$ cat config.mk
export PLATFORM = sky130hd
export DESIGN_NAME = adc_sequencer
export DESIGN_NICKNAME = d
export VERILOG_FILES = /design/src/rtl/adc_seq_pkg.sv /design/src/rtl/adc_sequencer.sv /design/src/rtl/result_fifo.sv
export SDC_FILE = /design/constraint.sdc
export NUM_CORES = 2
export LEC_CHECK = 0
export BUFFER_PORTS_ARGS = -buffer_cell sky130_fd_sc_hd__buf_4
export CORE_UTILIZATION = 25
export DETAILED_ROUTE_END_ITERATION = 10
export PLACE_DENSITY_LB_ADDON = 0.3
export SYNTH_ARGS = -nofsm -noshare
export SYNTH_HDL_FRONTEND = slang
export SYNTH_SLANG_ARGS = --single-unit
$ cat constraint.sdc
create_clock -name CLOCK -period 4.4 [get_ports CLOCK]
set_clock_uncertainty 0.15 [all_clocks]
set_input_delay 0.22 -clock CLOCK [delete_from_list [all_inputs] [get_ports CLOCK]]
set_output_delay 0.22 -clock CLOCK [all_outputs]
set_load 0.03 [all_outputs]
$ cat src/rtl/adc_seq_pkg.sv
// Shared constants and types of the converter sequencer block.
// Assumes a 32-bit APB slave port and a 10-bit converter core beside it.

package adc_seq_pkg;

  // ---------------------------------------------------------------
  // Sizes
  // ---------------------------------------------------------------
  localparam int NSEQ   = 4;
  localparam int NTRIG  = 4;
  localparam int CODE_W = 10;
  localparam int ACC_W  = 16;

  // Steps and result depth of each sequencer.
  localparam int SEQ_DEPTH [NSEQ] = '{8, 4, 4, 1};
  localparam logic [31:0] SEQ_MASK [NSEQ] =
    '{32'hffffffff, 32'h0000ffff, 32'h0000ffff, 32'h0000000f};

  // ---------------------------------------------------------------
  // Register offsets
  // ---------------------------------------------------------------
  localparam logic [11:0] OFF_ACTIVE   = 12'h000;
  localparam logic [11:0] OFF_OVERFLOW = 12'h010;
  localparam logic [11:0] OFF_EVENT    = 12'h014;
  localparam logic [11:0] OFF_PRIORITY = 12'h020;
  localparam logic [11:0] OFF_INITIATE = 12'h028;
  localparam logic [11:0] OFF_AVERAGE  = 12'h030;
  localparam logic [11:0] OFF_LOOPBACK = 12'h100;
  // Sequencer n block starts at 0x040 + 0x020 * n.
  localparam logic [2:0]  SEQ_BLK_FIRST = 3'h2;
  localparam logic [2:0]  SEQ_BLK_LAST  = 3'h5;
  localparam logic [4:0]  SUB_MUX  = 5'h00;
  localparam logic [4:0]  SUB_CTL  = 5'h04;
  localparam logic [4:0]  SUB_FIFO = 5'h08;
  localparam logic [4:0]  SUB_STAT = 5'h0c;

  // ---------------------------------------------------------------
  // Field positions and reset values
  // ---------------------------------------------------------------
  localparam int CTL_DIFF   = 0;
  localparam int CTL_END    = 1;
  localparam int CTL_IE     = 2;
  localparam int CTL_TEMP   = 3;
  localparam int STAT_EMPTY = 8;
  localparam int STAT_FULL  = 12;
  localparam logic [15:0] PRI_MASK     = 16'h3333;
  localparam logic [15:0] RST_PRIORITY = 16'h3210;
  localparam logic [31:0] RST_CTL_LAST = 32'h00000002;
  localparam logic [2:0]  SAC_MAX      = 3'h6;
  localparam logic [10:0] DIFF_ZERO    = 11'h1ff;

  // ---------------------------------------------------------------
  // Trigger event codes
  // ---------------------------------------------------------------
  localparam logic [3:0] TRIG_PROC      = 4'h0;
  localparam logic [3:0] TRIG_EXT_FIRST = 4'h1;
  localparam logic [3:0] TRIG_EXT_LAST  = 4'h4;
  localparam logic [3:0] TRIG_ALWAYS    = 4'hf;

  // ---------------------------------------------------------------
  // Sequence engine states
  // ---------------------------------------------------------------
  typedef enum logic [1:0] {
    ST_IDLE  = 2'b00,
    ST_ISSUE = 2'b01,
    ST_WAIT  = 2'b11
  } seq_state_e;

endpackage

$ cat src/rtl/adc_sequencer.sv
// Sequencer, trigger, averaging and result formatting around a 10-bit
// converter core. Assumes an APB master on CLOCK and a converter core
// that answers each start with one CONV_DONE pulse on the same clock.
`timescale 1ns/100ps
`default_nettype none

module adc_sequencer (
  input  wire logic        CLOCK,
  input  wire logic        SRST,
  input  wire logic        PSEL,
  input  wire logic        PENABLE,
  input  wire logic        PWRITE,
  input  wire logic [11:0] PADDR,
  input  wire logic [31:0] PWDATA,
  output logic      [31:0] PRDATA,
  output logic             PREADY,
  output logic             PSLVERR,
  input  wire logic [3:0]  TRIG_IN,
  output logic             CONV_START,
  output logic      [3:0]  CONV_CHAN,
  output logic      [3:0]  CONV_CHAN_NEG,
  output logic             CONV_DIFF,
  output logic             CONV_TEMP,
  input  wire logic        CONV_DONE,
  input  wire logic [9:0]  CONV_CODE
);

  // ---------------------------------------------------------------
  // State
  // ---------------------------------------------------------------
  typedef struct packed {
    logic [3:0]        enable;
    logic [15:0]       emux;
    logic [15:0]       pri;
    logic [2:0]        sac;
    logic              loopback;
    logic [3:0][31:0]  mux;
    logic [3:0][31:0]  ctl;
    logic [3:0]        pending;
    logic [3:0]        ovf;
    adc_seq_pkg::seq_state_e state;
    logic [1:0]        cur;
    logic [2:0]        step;
    logic [6:0]        avg_cnt;
    logic [15:0]       acc;
    logic              apb_wait;
    logic [31:0]       prdata;
    logic [3:0]        sync1;
    logic [3:0]        sync2;
    logic [3:0]        sync3;
    logic [3:0]        trig_lvl;
    logic [9:0]        lb_code;
    logic              lb_done;
    logic              conv_start;
    logic [3:0]        conv_chan;
    logic [3:0]        conv_neg;
    logic              conv_diff;
    logic              conv_temp;
  } core_s;

  core_s r;
  core_s n;

  logic [3:0]  hit;
  logic [3:0]  pend_clr;
  logic [3:0]  ovf_clr;
  logic [3:0]  ovf_set;
  logic [3:0]  trig_rise;
  logic [3:0]  code;
  logic [1:0]  best;
  logic [1:0]  best_pri;
  logic        best_ok;
  logic [3:0]  nib_in;
  logic [3:0]  nib_ctl;
  logic        conv_done;
  logic [10:0] dsum;
  logic [9:0]  sample;
  logic [15:0] acc_sum;
  logic [15:0] mean;
  logic [2:0]  sac_eff;
  logic [6:0]  avg_goal;
  logic        last_step;
  logic        done_ph;
  logic        in_seq;
  logic [1:0]  sidx;
  logic [4:0]  sub;
  logic        mapped;
  logic [31:0] rd_value;
  logic [3:0]  fifo_wr;
  logic [3:0]  fifo_pop;
  logic [9:0]  fifo_wdata;
  logic [9:0]  fifo_rdata [adc_seq_pkg::NSEQ];
  logic [3:0]  fifo_full;
  logic [3:0]  fifo_empty;

  // ---------------------------------------------------------------
  // Result buffers, one per sequencer
  // ---------------------------------------------------------------
  for (genvar g = 0; g < adc_seq_pkg::NSEQ; g++) begin : g_fifo
    result_fifo #(
      .DEPTH (adc_seq_pkg::SEQ_DEPTH[g]),
      .WIDTH (adc_seq_pkg::CODE_W)
    ) u_fifo (
      .clk     (CLOCK),
      .srst    (SRST),
      .wr_en   (fifo_wr[g]),
      .wr_data (fifo_wdata),
      .rd_en   (fifo_pop[g]),
      .rd_data (fifo_rdata[g]),
      .full    (fifo_full[g]),
      .empty   (fifo_empty[g])
    );
  end

  // ---------------------------------------------------------------
  // Next state
  // ---------------------------------------------------------------
  // Every APB access takes one wait state so that read data, and the
  // buffer head in particular, can come from a register.
  always_comb begin
    n          = r;
    hit        = '0;
    pend_clr   = '0;
    ovf_clr    = '0;
    ovf_set    = '0;
    fifo_wr    = '0;
    fifo_pop   = '0;
    code       = '0;
    best       = '0;
    best_pri   = 2'h3;
    best_ok    = 1'b0;
    rd_value   = '0;
    mapped     = 1'b0;
    n.conv_start = 1'b0;
    n.lb_done    = 1'b0;

    // Trigger pins: the level moves only once stages two and three agree.
    n.sync1 = TRIG_IN;
    n.sync2 = r.sync1;
    n.sync3 = r.sync2;
    if (r.sync2 == r.sync3) begin
      n.trig_lvl = r.sync3;
    end
    trig_rise = n.trig_lvl & ~r.trig_lvl;

    // Address decode.
    done_ph = PSEL && PENABLE && r.apb_wait;
    n.apb_wait = PSEL && PENABLE && !r.apb_wait;
    in_seq = (PADDR[11:8] == 4'h0) && (PADDR[1:0] == 2'b00)
          && (PADDR[7:5] >= adc_seq_pkg::SEQ_BLK_FIRST)
          && (PADDR[7:5] <= adc_seq_pkg::SEQ_BLK_LAST);
    sidx = 2'(PADDR[7:5] - adc_seq_pkg::SEQ_BLK_FIRST);
    sub  = PADDR[4:0];
    if (in_seq) begin
      mapped = (sub == adc_seq_pkg::SUB_MUX) || (sub == adc_seq_pkg::SUB_CTL)
            || (sub == adc_seq_pkg::SUB_FIFO)
            || (sub == adc_seq_pkg::SUB_STAT);
      if (sub == adc_seq_pkg::SUB_MUX) rd_value = r.mux[sidx];
      if (sub == adc_seq_pkg::SUB_CTL) rd_value = r.ctl[sidx];
      if (sub == adc_seq_pkg::SUB_FIFO) begin
        rd_value = {22'h000000, fifo_rdata[sidx]};
      end
      if (sub == adc_seq_pkg::SUB_STAT) begin
        rd_value[adc_seq_pkg::STAT_EMPTY] = fifo_empty[sidx];
        rd_value[adc_seq_pkg::STAT_FULL]  = fifo_full[sidx];
      end
    end else begin
      unique case (PADDR)
        adc_seq_pkg::OFF_ACTIVE: begin
          mapped = 1'b1;
          rd_value = {28'h0000000, r.enable};
        end
        adc_seq_pkg::OFF_OVERFLOW: begin
          mapped = 1'b1;
          rd_value = {28'h0000000, r.ovf};
        end
        adc_seq_pkg::OFF_EVENT: begin
          mapped = 1'b1;
          rd_value = {16'h0000, r.emux};
        end
        adc_seq_pkg::OFF_PRIORITY: begin
          mapped = 1'b1;
          rd_value = {16'h0000, r.pri};
        end
        adc_seq_pkg::OFF_INITIATE: begin
          mapped = 1'b1;
        end
        adc_seq_pkg::OFF_AVERAGE: begin
          mapped = 1'b1;
          rd_value = {29'h00000000, r.sac};
        end
        adc_seq_pkg::OFF_LOOPBACK: begin
          mapped = 1'b1;
          rd_value = {31'h00000000, r.loopback};
        end
        default: mapped = 1'b0;
      endcase
    end
    if (PSEL && PENABLE && !r.apb_wait) begin
      n.prdata = rd_value;
    end

    // Writes act at the completing edge; settings are open at all times.
    if (done_ph && PWRITE && mapped) begin
      if (in_seq && sub == adc_seq_pkg::SUB_MUX) begin
        n.mux[sidx] = PWDATA & adc_seq_pkg::SEQ_MASK[sidx];
      end
      if (in_seq && sub == adc_seq_pkg::SUB_CTL) begin
        n.ctl[sidx] = PWDATA & adc_seq_pkg::SEQ_MASK[sidx];
      end
      if (!in_seq) begin
        unique case (PADDR)
          adc_seq_pkg::OFF_ACTIVE:   n.enable = PWDATA[3:0];
          adc_seq_pkg::OFF_OVERFLOW: ovf_clr = PWDATA[3:0];
          adc_seq_pkg::OFF_EVENT:    n.emux = PWDATA[15:0];
          adc_seq_pkg::OFF_PRIORITY: begin
            n.pri = PWDATA[15:0] & adc_seq_pkg::PRI_MASK;
          end
          adc_seq_pkg::OFF_INITIATE: hit = PWDATA[3:0];
          adc_seq_pkg::OFF_AVERAGE:  n.sac = PWDATA[2:0];
          adc_seq_pkg::OFF_LOOPBACK: n.loopback = PWDATA[0];
          default: n.loopback = r.loopback;
        endcase
      end
    end
    // Reading a result word pops it; an empty buffer is left alone.
    if (done_ph && !PWRITE && in_seq && sub == adc_seq_pkg::SUB_FIFO) begin
      fifo_pop[sidx] = 1'b1;
    end

    // Trigger selection per sequencer.
    for (int g = 0; g < adc_seq_pkg::NSEQ; g++) begin
      code = r.emux[4*g +: 4];
      if (code == adc_seq_pkg::TRIG_PROC) begin
        hit[g] = hit[g];
      end else if (code == adc_seq_pkg::TRIG_ALWAYS) begin
        hit[g] = 1'b1;
      end else if (code >= adc_seq_pkg::TRIG_EXT_FIRST
                && code <= adc_seq_pkg::TRIG_EXT_LAST) begin
        hit[g] = trig_rise[2'(code - adc_seq_pkg::TRIG_EXT_FIRST)];
      end else begin
        hit[g] = 1'b0;
      end
    end

    // Lowest priority value wins; ties go to the lower sequencer.
    for (int g = 0; g < adc_seq_pkg::NSEQ; g++) begin
      if (r.pending[g] && (!best_ok || r.pri[4*g +: 2] < best_pri)) begin
        best_ok  = 1'b1;
        best_pri = r.pri[4*g +: 2];
        best     = 2'(g);
      end
    end

    // Step fields and result formatting.
    nib_in  = r.mux[r.cur][{r.step, 2'b00} +: 4];
    nib_ctl = r.ctl[r.cur][{r.step, 2'b00} +: 4];
    conv_done = r.loopback ? r.lb_done : CONV_DONE;
    dsum = {CONV_CODE[9], CONV_CODE} + adc_seq_pkg::DIFF_ZERO;
    if (r.loopback) begin
      sample = r.lb_code;
    end else if (r.conv_diff) begin
      sample = dsum[10] ? 10'h000 : dsum[9:0];
    end else begin
      sample = CONV_CODE;
    end
    sac_eff  = (r.sac > adc_seq_pkg::SAC_MAX) ? adc_seq_pkg::SAC_MAX
                                              : r.sac;
    avg_goal = 7'h01 << sac_eff;
    acc_sum  = r.acc + {6'h00, sample};
    mean     = acc_sum >> sac_eff;
    fifo_wdata = mean[9:0];
    last_step = nib_ctl[adc_seq_pkg::CTL_END]
             || (r.step == 3'(adc_seq_pkg::SEQ_DEPTH[r.cur] - 1));

    // Sequence engine.
    unique case (r.state)
      adc_seq_pkg::ST_IDLE: begin
        if (best_ok) begin
          n.cur     = best;
          n.step    = '0;
          n.avg_cnt = '0;
          n.acc     = '0;
          n.state   = adc_seq_pkg::ST_ISSUE;
        end
      end
      adc_seq_pkg::ST_ISSUE: begin
        if (!r.enable[r.cur]) begin
          n.state = adc_seq_pkg::ST_IDLE;
        end else begin
          n.conv_start = !r.loopback;
          n.lb_done    = r.loopback;
          n.conv_diff  = nib_ctl[adc_seq_pkg::CTL_DIFF];
          n.conv_temp  = nib_ctl[adc_seq_pkg::CTL_TEMP];
          if (nib_ctl[adc_seq_pkg::CTL_DIFF]) begin
            n.conv_chan = {nib_in[2:0], 1'b0};
            n.conv_neg  = {nib_in[2:0], 1'b1};
          end else begin
            n.conv_chan = nib_in;
            n.conv_neg  = nib_in;
          end
          n.state = adc_seq_pkg::ST_WAIT;
        end
      end
      adc_seq_pkg::ST_WAIT: begin
        if (conv_done) begin
          if (r.loopback) n.lb_code = r.lb_code + 10'h001;
          if (r.avg_cnt + 7'h01 == avg_goal) begin
            fifo_wr[r.cur] = !fifo_full[r.cur];
            ovf_set[r.cur] = fifo_full[r.cur];
            n.avg_cnt = '0;
            n.acc     = '0;
            if (last_step) begin
              pend_clr[r.cur] = 1'b1;
              n.state = adc_seq_pkg::ST_IDLE;
            end else begin
              n.step  = r.step + 3'h1;
              n.state = adc_seq_pkg::ST_ISSUE;
            end
          end else begin
            n.avg_cnt = r.avg_cnt + 7'h01;
            n.acc     = acc_sum;
            n.state   = adc_seq_pkg::ST_ISSUE;
          end
        end
      end
      default: n.state = adc_seq_pkg::ST_IDLE;
    endcase

    // Sticky flags: a new event in the clearing cycle survives.
    n.pending = ((r.pending & ~pend_clr) | hit) & r.enable;
    n.ovf     = (r.ovf & ~ovf_clr) | ovf_set;
  end

  // ---------------------------------------------------------------
  // State register
  // ---------------------------------------------------------------
  always_ff @(posedge CLOCK) begin
    if (SRST) begin
      r        <= '0;
      r.pri    <= adc_seq_pkg::RST_PRIORITY;
      r.ctl[3] <= adc_seq_pkg::RST_CTL_LAST;
      r.state  <= adc_seq_pkg::ST_IDLE;
    end else begin
      r <= n;
    end
  end

  // Outputs.
  assign PRDATA        = r.prdata;
  assign PREADY        = PSEL && PENABLE && r.apb_wait;
  assign PSLVERR       = done_ph && !mapped;
  assign CONV_START    = r.conv_start;
  assign CONV_CHAN     = r.conv_chan;
  assign CONV_CHAN_NEG = r.conv_neg;
  assign CONV_DIFF     = r.conv_diff;
  assign CONV_TEMP     = r.conv_temp;

endmodule // adc_sequencer

`default_nettype wire

$ cat src/rtl/result_fifo.sv
// Result buffer of one sequencer: a small circular buffer of codes.
// Ignores a write while full and a read while empty, so callers need not check.
`timescale 1ns/100ps
`default_nettype none

module result_fifo #(
  parameter int DEPTH = 4,
  parameter int WIDTH = 10
) (
  input  wire logic             clk,
  input  wire logic             srst,
  input  wire logic             wr_en,
  input  wire logic [WIDTH-1:0] wr_data,
  input  wire logic             rd_en,
  output logic      [WIDTH-1:0] rd_data,
  output logic                  full,
  output logic                  empty
);

  localparam int AW = (DEPTH > 1) ? $clog2(DEPTH) : 1;
  localparam logic [AW-1:0] LAST = AW'(DEPTH - 1);
  localparam logic [AW:0]   FULL_CNT = (AW + 1)'(DEPTH);

  typedef struct packed {
    logic [DEPTH-1:0][WIDTH-1:0] mem;
    logic [AW-1:0]               wptr;
    logic [AW-1:0]               rptr;
    logic [AW:0]                 count;
    logic [WIDTH-1:0]            rdata;
  } fifo_s;

  fifo_s r;
  fifo_s n;

  // Head word is registered, so it trails a pointer move by a cycle.
  always_comb begin
    n = r;
    n.rdata = r.mem[r.rptr];
    if (wr_en && !full) begin
      n.mem[r.wptr] = wr_data;
      n.wptr = (r.wptr == LAST) ? '0 : r.wptr + AW'(1);
    end
    if (rd_en && !empty) begin
      n.rptr = (r.rptr == LAST) ? '0 : r.rptr + AW'(1);
    end
    n.count = r.count + (AW + 1)'(wr_en && !full)
                      - (AW + 1)'(rd_en && !empty);
  end

  // State register.
  always_ff @(posedge clk) begin
    if (srst) begin
      r <= '0;
    end else begin
      r <= n;
    end
  end

  assign rd_data = r.rdata;
  assign full    = (r.count == FULL_CNT);
  assign empty   = (r.count == '0);

endmodule // result_fifo

`default_nettype wire

==> results.cfg <==
[logic_synthesis]
syn_area_per_cell_um2 = 9.40
yosysSeqAreaShare_pct = 42.2
async_reset_ff_share_pct = 0
synth_top_family_by_area = simple AND/OR/NAND/NOR gates
synth_fp_nets = 3311
synth_fa_ha_area_share_pct = 2.78
ys_types = 84
yosysWarnings = 0
synth_top_area_cell = dfxtp_1
synthMuxAreaShare_pct = 16.1
synthXorXnorAreaFrac_pct = 1.37
yosys.area.top_type_share_pct = 42.2
synth_seq_cells = 630
synth_compound_gate_area_share_pct = 14.2
synth-main-ff-cell = dfxtp_1
synth-simple-area-share_pct = 18.3
syn_inst = 3183
synthTopCellsByArea = dfxtp_1, mux4_2, nand2_1
synth_edf_count = 0
synth_area_mm2 = 0.0299

[cells_and_area]
area_delta_synth_final_pct = 17.3
drive_above_1_share_pct = 16.8
antenna_cells = 0
fin_area_mm2 = 0.0351
nets = 3345

[clocking]
cts_tree = yes
clk_pin_slew_worst_paths_ns = 0.06
max-clock-path-buffers = 3
clk_latency_ns = 0.64
numCtsBuffers = 69
cts_sinks = 630
cts_root_buffer = clkbuf_16
h-tree-depth = 3

[timing]
layout_setup_ws_ns = 0.271
hold_slack_ns = 0.0196
setup_violations = 0
period_needed_ns = 4.13
tightest_slew_ns = 1.12
tns_ns = 0
timing.slew.headroom_pct = 25.5
fin_crit_sh_pct = 93.8
hold_viol = 0
rsz0062_at_grt = no
fmax_ghz = 0.242
slew_viol_final = 0

[floorplan]
design.die.area_mm2 = 0.121
coreArea_mm2 = 0.118
die_x_um = 348
pin_count = 109
core.rowCount = 126
die_h_um = 348
start_util_pct = 25.3

[pwr]
combPwrFrac_pct = 4.5
seqPwrFrac_pct = 46.9
p_sw_share_pct = 23.8
p_sw_uw = 2910
power_uw = 12200
p_leak_uw = 0.0124
p_int_uw = 9310
power_frac_clock_pct = 48.7
irDropWorstVdd_v = 0.000259
p_per_area_mw_per_mm2 = 348

[placed_design]
post_dp_cell_area_mm2 = 0.0324
port_buffers = 108
routabilityCongestion = 0.847
dp_slack_ns = -0.0660
dp_hpwl_mm = 67.1

[detailed_routing]
ant_nets = 0
vias_per_cell = 5.02
drt-pass1-iter-count = 7
routed_wl_mm = 99.8
drc_errors = 0
drt_iter0_drc = 2159
wl_per_cell_um = 20.5
vias = 24452

[grt]
grt_use_total_pct = 16.1
grt_pass1_wl_mm = 150
grt.overflow.total = 0
grt_antenna_before_repair = 12
grt_max_degree = 144
grt_pass1_vias = 23417

[worst_setup_path]
cp_num_buf_inv = 2
r2r_cells = 15
crit_slowest_cell = mux4_2
endpoint_kind = flip-flop
cpPeakStageDelay_ns = 0.48
path_depth = 15
critical_path_arrival_ns = 4.52
cp.required_ns = 4.79
crit_chain = nand2_1 -> nor2_1 -> a31o_2 -> buf_4 -> o21ai_0 -> ha_1 -> o21ai_0 -> o21bai_1 -> a311oi_1 -> nor2_1 -> xnor2_1 -> mux2_2 -> mux4_2 -> buf_12 -> a211oi_1
critPathLaunchType = flip-flop
timing_worst_setup_path_type = flip-flop to flip-flop
crit_family = compound AO/OA/AOI/OAI gates
crit_fanout = 17

[status]
status = finished, final reports clean

[hold_path]
hold_class = input pin to flip-flop
min_path_cells = 6

[job]
maxCapViolCount = 0
## cell usage after synthesis (30+ instances only)
cell,count
dfxtp_1,630
nand2_1,513
a21oi_1,278
nor2_1,238
mux4_2,188
clkbuf_1,185
and3_1,136
o21ai_0,101
a211oi_1,85
ha_1,60
nor3_1,57
mux2i_1,56
inv_1,52
nand3_1,49
buf_4,44
nor2b_1,42
o22ai_1,41
buf_2,35
a22oi_1,30
## area by class of cell
class	count	area (um^2)
clock inverters	22	293
well taps	1600	2000
fillers	12409	83300
repair buffers	256	2150
clock buffers	100	1990
inverters	54	208
multi-input cells	2206	15800
flip-flops and latches	630	12600
## repair_timing
item	in CTS	in global routing
endpoints found under the hold margin	223	0
endpoints found under the setup margin	0	68
setup buffers	0	2
gates resized for setup	0	1
hold buffers	41	0
## placed cells by master (no fill, tap or decap), types with 18 or more instances in the layout
cell type,netlist,layout
a21oi_1,278,278
nand2_1,513,513
dfxtp_1,630,628
a22o_1,19,19
mux2i_1,56,56
xor2_1,18,18
nor2b_1,42,42
ha_1,60,60
and3_1,136,136
dlygate4sd3_1,0,41
inv_1,52,51
nor3_1,57,54
o22ai_1,41,41
clkbuf_16,0,70
o21ai_0,101,101
a22oi_1,30,30
xnor2_1,27,27
nand3_1,49,49
and2_1,26,26
a211oi_1,85,85
buf_4,44,204
nor2_1,238,236
mux4_2,188,188
## power groups by stage
| stage | clock network [uW] | logic, uW | registers, uW |
|---|---|---|---|
| floorplan | 0 | 294 | 5850 |
| global placement | 0 | 510 | 5850 |
| detailed placement | 0 | 508 | 5850 |
| CTS | 6080 | 547 | 5730 |
| global route | 6340 | 578 | 5730 |
| finish | 5950 | 544 | 5730 |
## logic make-up after synthesis
| logic type | Yosys count |
|---|---|
| AOI/OAI and AO/OA | 676 |
| xor gates and xnor gates | 46 |
| muxes | 247 |
| adders and majority gates | 64 |
| DFF | 630 |
| and+or+nand+nor | 1173 |
| buffers and inverters | 347 |
## final timing paths
path                     startpoint                           to  slack (ns)
min                       PADDR[10]                       r[365]        0.02
max reg2reg               CONV_DIFF       g_fifo[0].u_fifo.r[67]        0.27
min reg2reg  g_fifo[3].u_fifo.r[22]  g_fifo[3].u_fifo.rd_data[8]        0.28
max                       CONV_DIFF       g_fifo[0].u_fifo.r[67]        0.27
## tightest hold or removal path: stages
cell	delay [ns]
buf_4	0.09
nor3_1	0.05
buf_4	0.15
nand4_1	0.10
mux2i_1	0.08
nor2_1	0.08
## registers in the layout (all words and copies together), names as in the netlist
name                   cells
g_fifo.u_fifo.r          196
CONV_CHAN_NEG              1
n                          8
r                        342
CONV_DIFF                  1
g_fifo.u_fifo.rd_data     40
CONV_CHAN                  4
CONV_TEMP                  1
code                       4
PRDATA                    32
CONV_START                 1
## layer usage
layer,global-route usage (%),wire (um),up-vias
met2,26.6,47400,715
met3,3.27,6070,141
met5,0,56,-
met4,4.35,2490,8
met1,21.3,43800,12087
li1,-,-,11501
## stage by stage
stage	util, %	std cells
floorplan	-	3183
CTS	29.6	4866
detailed placement	27.3	4703
global placement	27.3	4703
global route	29.6	4868
finish	29.6	4868
(Power assumes the default switching activity.)
